[src/hdl/gpio_params.svh]
// Purpose: offsets, reset values and field layouts of the four-port parallel I/O block
// Assumes: byte registers, each on one 32-bit Avalon word
// Notes:   definitions only
`ifndef GPIO_PARAMS_SVH
`define GPIO_PARAMS_SVH
`define OFS_PORT_A_LATCH     8'h00
`define OFS_PORT_B_LATCH     8'h01
`define OFS_PORT_C_LATCH     8'h02
`define OFS_PORT_D_LATCH     8'h03
`define OFS_PORT_A_DIR       8'h04
`define OFS_PORT_B_DIR       8'h05
`define OFS_PORT_C_DIR       8'h06
`define OFS_PORT_D_DIR       8'h07
`define OFS_LED_ENABLE       8'h0c
`define DIR_RESET            8'h00
`define LED_RESET            8'h00
`define LED_MASK             8'h3f
`define ADC_SEL_W            5
`define ADC_CH_A_FIRST       5'h00
`define ADC_CH_B_FIRST       5'h04
`define ADC_CH_COUNT         5'h06
`endif

[src/hdl/gpio_pkg.sv]
// Purpose: types for the four-port parallel I/O block
// Assumes: gpio_params.svh holds the numbers
// Notes:   state is one packed struct
package gpio_pkg;
   typedef logic [7:0] byte_t;
   typedef enum logic [1:0] {
      BUS_IDLE,
      BUS_ACK
   } bus_state_t;
   typedef struct packed {
      logic [3:0] fe_q;
      logic [3:0] ar_q;
      byte_t      rdata_q;
   } unused_t;
   typedef struct packed {
      byte_t [3:0] latch_q;
      byte_t [3:0] dir_q;
      byte_t       led_q;
      byte_t [3:0] sync1_q;
      byte_t [3:0] sync2_q;
      byte_t [3:0] sync3_q;
      byte_t [3:0] pin_q;
      bus_state_t  bus_q;
      logic [31:0] rdata_q;
   } state_t;
endpackage : gpio_pkg

[src/hdl/parallel_io_ports.sv]
// Purpose: four 8-bit bidirectional ports with latches, direction and LED enable registers
// Assumes: Avalon-MM slave with waitrequest, word addresses, one clock MCLK, sync RESET
// Notes:   latches are not reset; pins are split into in/out/oe, no tristate here
//
// What this block does
// each port has an 8-bit read/write latch that no reset touches.
// latches at 0x00-0x03, directions at 0x04-0x07, LED enables at 0x0c.
// direction one enables a pin driver, zero leaves the pin input.
// reset clears all direction bits so every pin starts as input.
// each pin uses the same-index bit of its port's direction register.
// keypad channel enables take port A bits 0-3 and port D bits 4-7.
// analog channel select hands port A bits 4-7 or B bits 6-7 to ADC.
// serial, timer, frontplane and SPI enables take their pins over from port logic.
// software should load the latch before turning a driver on.
// reading data gives latch for outputs and synchronised pin level for inputs.
// data writes with byte enable bit 0 set update the latch whatever the direction.
// six LED enables act on port B pins 0-5 only while output.
// access completes in one cycle; unimplemented bits read zero, writes ignored.
`timescale 1ns/1ps
`include "gpio_params.svh"

module parallel_io_ports
   import gpio_pkg::*;
(
   input  wire logic        MCLK,
   input  wire logic        RESET,
   input  wire logic        CLK_EN,
   input  wire logic [3:0]  AVS_ADDRESS,
   input  wire logic        AVS_READ,
   input  wire logic        AVS_WRITE,
   input  wire logic [31:0] AVS_WRITEDATA,
   input  wire logic [3:0]  AVS_BYTEENABLE,
   output logic      [31:0] AVS_READDATA,
   output logic             AVS_WAITREQUEST,
   input  wire logic [31:0] PIN_IN,
   output logic      [31:0] PIN_OUT,
   output logic      [31:0] PIN_OE,
   output logic      [31:0] PIN_PERIPH,
   output logic      [5:0]  LED_SINK,
   input  wire logic [7:0]  KEYPAD_CHANNEL_ENABLE,
   input  wire logic [4:0]  ANALOG_CHANNEL_SELECT,
   input  wire logic        SERIAL_INTERFACE_ENABLE,
   input  wire logic [3:0]  TIMER_EDGE_LEVEL_SELECT,
   input  wire logic        FRONTPLANE_LOW_HALF_ENABLE,
   input  wire logic        FRONTPLANE_HIGH_HALF_ENABLE,
   input  wire logic        SPI_UNIT_ENABLE
);

   state_t     s_q;
   state_t     s_d;
   logic [31:0] periph;
   logic [31:0] latch_flat;
   logic [31:0] dir_flat;
   logic [7:0]  analog_a;
   logic [7:0]  analog_b;
   logic        access;
   logic        wr_hit;
   logic [7:0]  wbyte;

   // analog select: channels 0-3 on port A bits 4-7, channels 4-5 on port B bits 6-7
   always_comb begin
      analog_a = 8'h00;
      analog_b = 8'h00;
      if (ANALOG_CHANNEL_SELECT < `ADC_CH_B_FIRST) begin
         analog_a[4 + ANALOG_CHANNEL_SELECT[1:0]] = 1'b1;
      end else if (ANALOG_CHANNEL_SELECT < `ADC_CH_COUNT) begin
         analog_b[6 + {1'b0, ANALOG_CHANNEL_SELECT[0]}] = 1'b1;
      end
   end

   // ownership by sharing peripherals; an owned pin loses PIN_OE and PIN_OUT, but read-back and LED_SINK still use it
   always_comb begin
      periph        = 32'h0000_0000;
      periph[3:0]   = KEYPAD_CHANNEL_ENABLE[3:0];
      periph[31:28] = KEYPAD_CHANNEL_ENABLE[7:4];
      periph[7:4]   = analog_a[7:4];
      periph[15:14] = analog_b[7:6];
      periph[9:8]   = {2{SERIAL_INTERFACE_ENABLE}};
      periph[13:10] = TIMER_EDGE_LEVEL_SELECT;
      periph[19:16] = {4{FRONTPLANE_LOW_HALF_ENABLE}};
      periph[23:20] = {4{FRONTPLANE_HIGH_HALF_ENABLE}};
      periph[27:24] = {4{SPI_UNIT_ENABLE}};
   end

   assign latch_flat = s_q.latch_q;
   assign dir_flat   = s_q.dir_q;
   assign access     = (AVS_READ | AVS_WRITE) & (s_q.bus_q == BUS_IDLE);
   assign wr_hit     = AVS_WRITE & (s_q.bus_q == BUS_IDLE) & AVS_BYTEENABLE[0];
   assign wbyte      = AVS_WRITEDATA[7:0];

   always_comb begin
      s_d = s_q;
      // three-stage pin sampler; stage 1 feeds stage 2 only
      s_d.sync1_q = PIN_IN;
      s_d.sync2_q = s_q.sync1_q;
      s_d.sync3_q = s_q.sync2_q;
      for (int p = 0; p < 4; p++) begin
         for (int b = 0; b < 8; b++) begin
            if (s_q.sync2_q[p][b] == s_q.sync3_q[p][b]) begin
               s_d.pin_q[p][b] = s_q.sync3_q[p][b];
            end
         end
      end
      case (s_q.bus_q)
         BUS_IDLE: begin
            if (access) begin
               s_d.bus_q = BUS_ACK;
            end
         end
         BUS_ACK:  s_d.bus_q = BUS_IDLE;
         default:  s_d.bus_q = BUS_IDLE;
      endcase
      if (wr_hit) begin
         case ({4'h0, AVS_ADDRESS})
            `OFS_PORT_A_LATCH: s_d.latch_q[0] = wbyte;
            `OFS_PORT_B_LATCH: s_d.latch_q[1] = wbyte;
            `OFS_PORT_C_LATCH: s_d.latch_q[2] = wbyte;
            `OFS_PORT_D_LATCH: s_d.latch_q[3] = wbyte;
            `OFS_PORT_A_DIR:   s_d.dir_q[0]   = wbyte;
            `OFS_PORT_B_DIR:   s_d.dir_q[1]   = wbyte;
            `OFS_PORT_C_DIR:   s_d.dir_q[2]   = wbyte;
            `OFS_PORT_D_DIR:   s_d.dir_q[3]   = wbyte;
            `OFS_LED_ENABLE:   s_d.led_q      = wbyte & `LED_MASK;
            default: ;
         endcase
      end
      if (AVS_READ && s_q.bus_q == BUS_IDLE) begin
         s_d.rdata_q = 32'h0000_0000;
         case ({4'h0, AVS_ADDRESS})
            `OFS_PORT_A_LATCH, `OFS_PORT_B_LATCH, `OFS_PORT_C_LATCH, `OFS_PORT_D_LATCH: begin
               // outputs read back the latch, inputs the sampled pin
               s_d.rdata_q[7:0] = (s_q.latch_q[AVS_ADDRESS[1:0]] & s_q.dir_q[AVS_ADDRESS[1:0]])
                  | (s_q.pin_q[AVS_ADDRESS[1:0]] & ~s_q.dir_q[AVS_ADDRESS[1:0]]);
            end
            `OFS_PORT_A_DIR, `OFS_PORT_B_DIR, `OFS_PORT_C_DIR, `OFS_PORT_D_DIR: begin
               s_d.rdata_q[7:0] = s_q.dir_q[AVS_ADDRESS[1:0]];
            end
            `OFS_LED_ENABLE: s_d.rdata_q[7:0] = s_q.led_q;
            default: s_d.rdata_q = 32'h0000_0000;
         endcase
      end
   end

   always_ff @(posedge MCLK) begin
      if (RESET) begin
         // latches keep their contents through reset
         s_q.dir_q   <= {4{`DIR_RESET}};
         s_q.led_q   <= `LED_RESET;
         s_q.bus_q   <= BUS_IDLE;
         s_q.rdata_q <= 32'h0000_0000;
         s_q.sync1_q <= {4{8'h00}};
         s_q.sync2_q <= {4{8'h00}};
         s_q.sync3_q <= {4{8'h00}};
         s_q.pin_q   <= {4{8'h00}};
      end else if (CLK_EN) begin
         s_q <= s_d;
      end
   end

   // pins owned by a peripheral are released here; the peripheral drives them
   assign PIN_OE          = dir_flat & ~periph;
   assign PIN_OUT         = latch_flat & PIN_OE;
   assign PIN_PERIPH      = periph;
   assign LED_SINK        = s_q.led_q[5:0] & s_q.dir_q[1][5:0];
   assign AVS_READDATA    = s_q.rdata_q;
   // wait one cycle, answer on the next: one-cycle access
   assign AVS_WAITREQUEST = (AVS_READ | AVS_WRITE) & (s_q.bus_q == BUS_IDLE);
endmodule : parallel_io_ports

[config.mk]
export PLATFORM = sky130hd
export DESIGN_NAME = parallel_io_ports
export DESIGN_NICKNAME = d
export VERILOG_FILES = /design/src/hdl/gpio_pkg.sv /design/src/hdl/parallel_io_ports.sv
export VERILOG_INCLUDE_DIRS = /design/src /design/src/hdl
export SDC_FILE = /design/constraint.sdc
export NUM_CORES = 1
export LEC_CHECK = 0
export BUFFER_PORTS_ARGS = -buffer_cell sky130_fd_sc_hd__clkbuf_2
export CORE_MARGIN = 4
export CORE_UTILIZATION = 54
export CTS_BUF_LIST = sky130_fd_sc_hd__clkbuf_8
export CTS_CLUSTER_DIAMETER = 30
export DETAILED_ROUTE_END_ITERATION = 7
export GPL_ROUTABILITY_DRIVEN = 0
export GPL_TIMING_DRIVEN = 0
export PLACE_DENSITY = 0.81
export SETUP_SLACK_MARGIN = 0.4
export SYNTH_ARGS = -nofsm -noshare
export SYNTH_HDL_FRONTEND = slang
export SYNTH_SLANG_ARGS = --single-unit
[constraint.sdc]
create_clock -name MCLK -period 3.45 [get_ports MCLK]
set_input_delay 0.345 -clock MCLK [delete_from_list [all_inputs] [get_ports MCLK]]
set_output_delay 0.345 -clock MCLK [all_outputs]
set_load 0.01 [all_outputs]
==> results.cfg <==
[run_status]
run_status = complete, no violations

[sta]
max_freq_ghz = 0.3577
fin_crit_sh_pct = 81.03
finalSetupViolations = 0
finalHoldViolCount = 0
final_max_slew_viol_count = 0
skew_ps = 29.90
setup_tns_ps = 0
relSlewSlack_pct = 19.76
worstMarginPinSlew_ps = 1199
min_period_ps = 2796
rsz0062_at_grt = no

[synthesis]
async_flop_share_pct = 0
synth.yosys.seq_area_share_pct = 49.71
synthFlopType = dfxtp_1
synth_cells = 876
synth_edf_count = 32
synth.top_cell.area_share_pct = 39.01
ys_types = 37
synth_area_sq_mm = 0.008980
syn_area_per_cell_sq_um = 10.25
synth_top_area_cell = dfxtp_1
synth_area_leaders = dfxtp_1, mux2i_1, edfxtp_1, mux4_2, nor2_1
yosysWarnings = 0
synth.ff_latch_count = 207

[pwr]
powerDensity_mw_per_mm2 = 486.9
power.share.switching_pct = 23.56
seqPwrFrac_pct = 46.9
p_leak_nw = 4.908
p_clk_share_pct = 45.9
p_switching_mw = 1.270
combPwrFrac_pct = 7.2
p_int_mw = 4.120
ir_drop_uv = 325.5

[critical_path]
crit_slowest_cell = nor2_1
reg2reg_depth = 5
rrSetupSlack_ps = 650
crit_start = s_q[32]
crit_path_cell_trace = or3b_1, buf_4, nor3_1, nand3_1, nor2_1
critPathArrivalTime_ps = 2940
r2r_start = s_q[32]
cp-start-kind = flip-flop
slowest_delay_ps = 960
critical_path_required_ps = 3590
regToRegEndpoint = latch_flat[8]
crit_type = flip-flop to flip-flop
path_max_fanout = 8
end_kind = flip-flop

[global_routing]
antenna_found_initial = 0
grt_use_met1_pct = 31.90
track_usage_pct = 25.39
grt_max_degree = 11
first_global_vias = 7011
use_met2_pct = 42.86
grt_pass1_wl_um = 37200
overflow = 0
busiest_layer = met2
use_met3_pct = 5.074

[floorplan]
die_x_um = 137.0
core_sq_mm = 0.01612
rows = 46
die_h_um = 137.0
start_util_pct = 55.72
io_pins = 233
die_area_sq_mm = 0.01876

[clock_network]
root_buffer = clkbuf_8
cts_made_buffers = 38
cts_setup_buffers = 0
clock_path_buffers = 3
clock_latency_ps = 530
cts.clk_slew.worst_paths_ps = 60
cts_hold_buf = 0
cts_tree = yes
cts_resized = 0
cts_sinks = 207
ctsHtreeMaxLevel = 2

[hold_path]
min_from = PIN_IN[18]
hold_class = input port to flip-flop
worstHoldEndpoint = s_d[116]
holdPathStages = 3

[place]
place_hpwl_um = 17530
port_buffers = 180
place_inst = 1295

[cells_and_area]
antenna_cells = 0
final_common_cell = clkbuf_2
final_net_count = 1217
final_cell_mix = clkbuf_2, dfxtp_1, nor2_1, mux2i_1, and2_1
area_delta_synth_final_pct = 23.27
fin_cells = 1364
drive_gt1_share_pct = 29.36

[detailed_routing]
postRouteAntennaNets = 0
drtIter0Drc = 582
routedWlPerCell_um = 17.85
totalWireLength_um = 24350
drc = 0
first_pass_iters = 5
vias = 7394
vias_per_cell = 5.421

[flow_run]
maxCapViolations = 0
metal layers:
layer	share of wire, %	wire length (um)	up-vias
met2	49	11870	385
met5	0	0	-
met4	3.1	767	0
li1	-	-	3462
met3	9.1	2215	62
met1	39	9499	3485
metrics by stage:
stage               setup WS [ps]  hold WS, ps  utilization, %  total power [mW]  instance area, sq um
CTS                         723.1        29.75           68.69             5.413                 11070
floorplan                    1170        427.4               -             2.810                  9066
detailed placement          590.6        451.2           63.56             2.959                 10240
finish                      654.4        45.73           68.69             5.390                 11070
global route                566.9        42.81           68.69             5.566                 11070
global placement            201.7        444.9           63.52             2.951                 10240
power groups by stage:
stage | Combinational (mW) | Sequential (mW) | Clock (mW)
2_1_floorplan | 0.245 | 2.56 | 0
3_3_place_gp | 0.377 | 2.57 | 0
3_5_place_dp | 0.383 | 2.58 | 0
4_1_cts | 0.386 | 2.53 | 2.50
5_1_grt | 0.422 | 2.53 | 2.61
6_report | 0.390 | 2.53 | 2.47
layout make-up:
cell class | instances | area, sq um
Fill cell | 1283 | 5046
Sequential cell | 207 | 4464
Multi-Input combinational cell | 585 | 3959
Timing Repair Buffer | 180 | 900.9
Clock buffer | 47 | 646.9
Buffer | 103 | 633.1
Tap cell | 216 | 270.3
Clock inverter | 22 | 180.2
Inverter | 4 | 15.01
sequential cells by signal, summed over array words and instances (netlist names):
signal        flops
s_d              64
AVS_READDATA      8
dir_flat         32
latch_flat       32
s_q              71
kinds of logic after synthesis:
kind of cell / synth area share [%]
other cells: 0.04176
compound gates: 8.583
simple gates: 15.94
mux: 18.50
buf+inv: 7.217
flops: 49.71
synth_stat cells, types with 4 or more instances:
master / instances
dfxtp_1: 175
a21oi_1: 62
mux4_2: 24
o21ai_1: 13
and3_1: 4
o221ai_1: 5
a21o_1: 6
buf_4: 61
a22oi_1: 6
clkbuf_1: 28
buf_2: 8
o21ai_0: 49
edfxtp_1: 32
buf_1: 5
nor2b_1: 32
and2_1: 65
nor2_1: 142
mux2i_1: 112
inv_1: 4
nand2_1: 16
worst max path at each step:
stage | endpoint | slack (ps) | cells past startpoint
after floorplan | latch_flat[0] | 1170 | 5
after global placement | latch_flat[0] | 200 | 6
after detailed placement | latch_flat[8] | 590 | 6
after CTS | latch_flat[13] | 720 | 5
after global routing | latch_flat[8] | 570 | 5
final | latch_flat[8] | 650 | 5
critical path, delay by kind of cell (launching register included):
family / cells / cell delay, ps
and+or+nand+nor: 4 / 1850
buffers and inverters: 1 / 180
DFF: 1 / 380
Power figures use the tool's default switching activity.
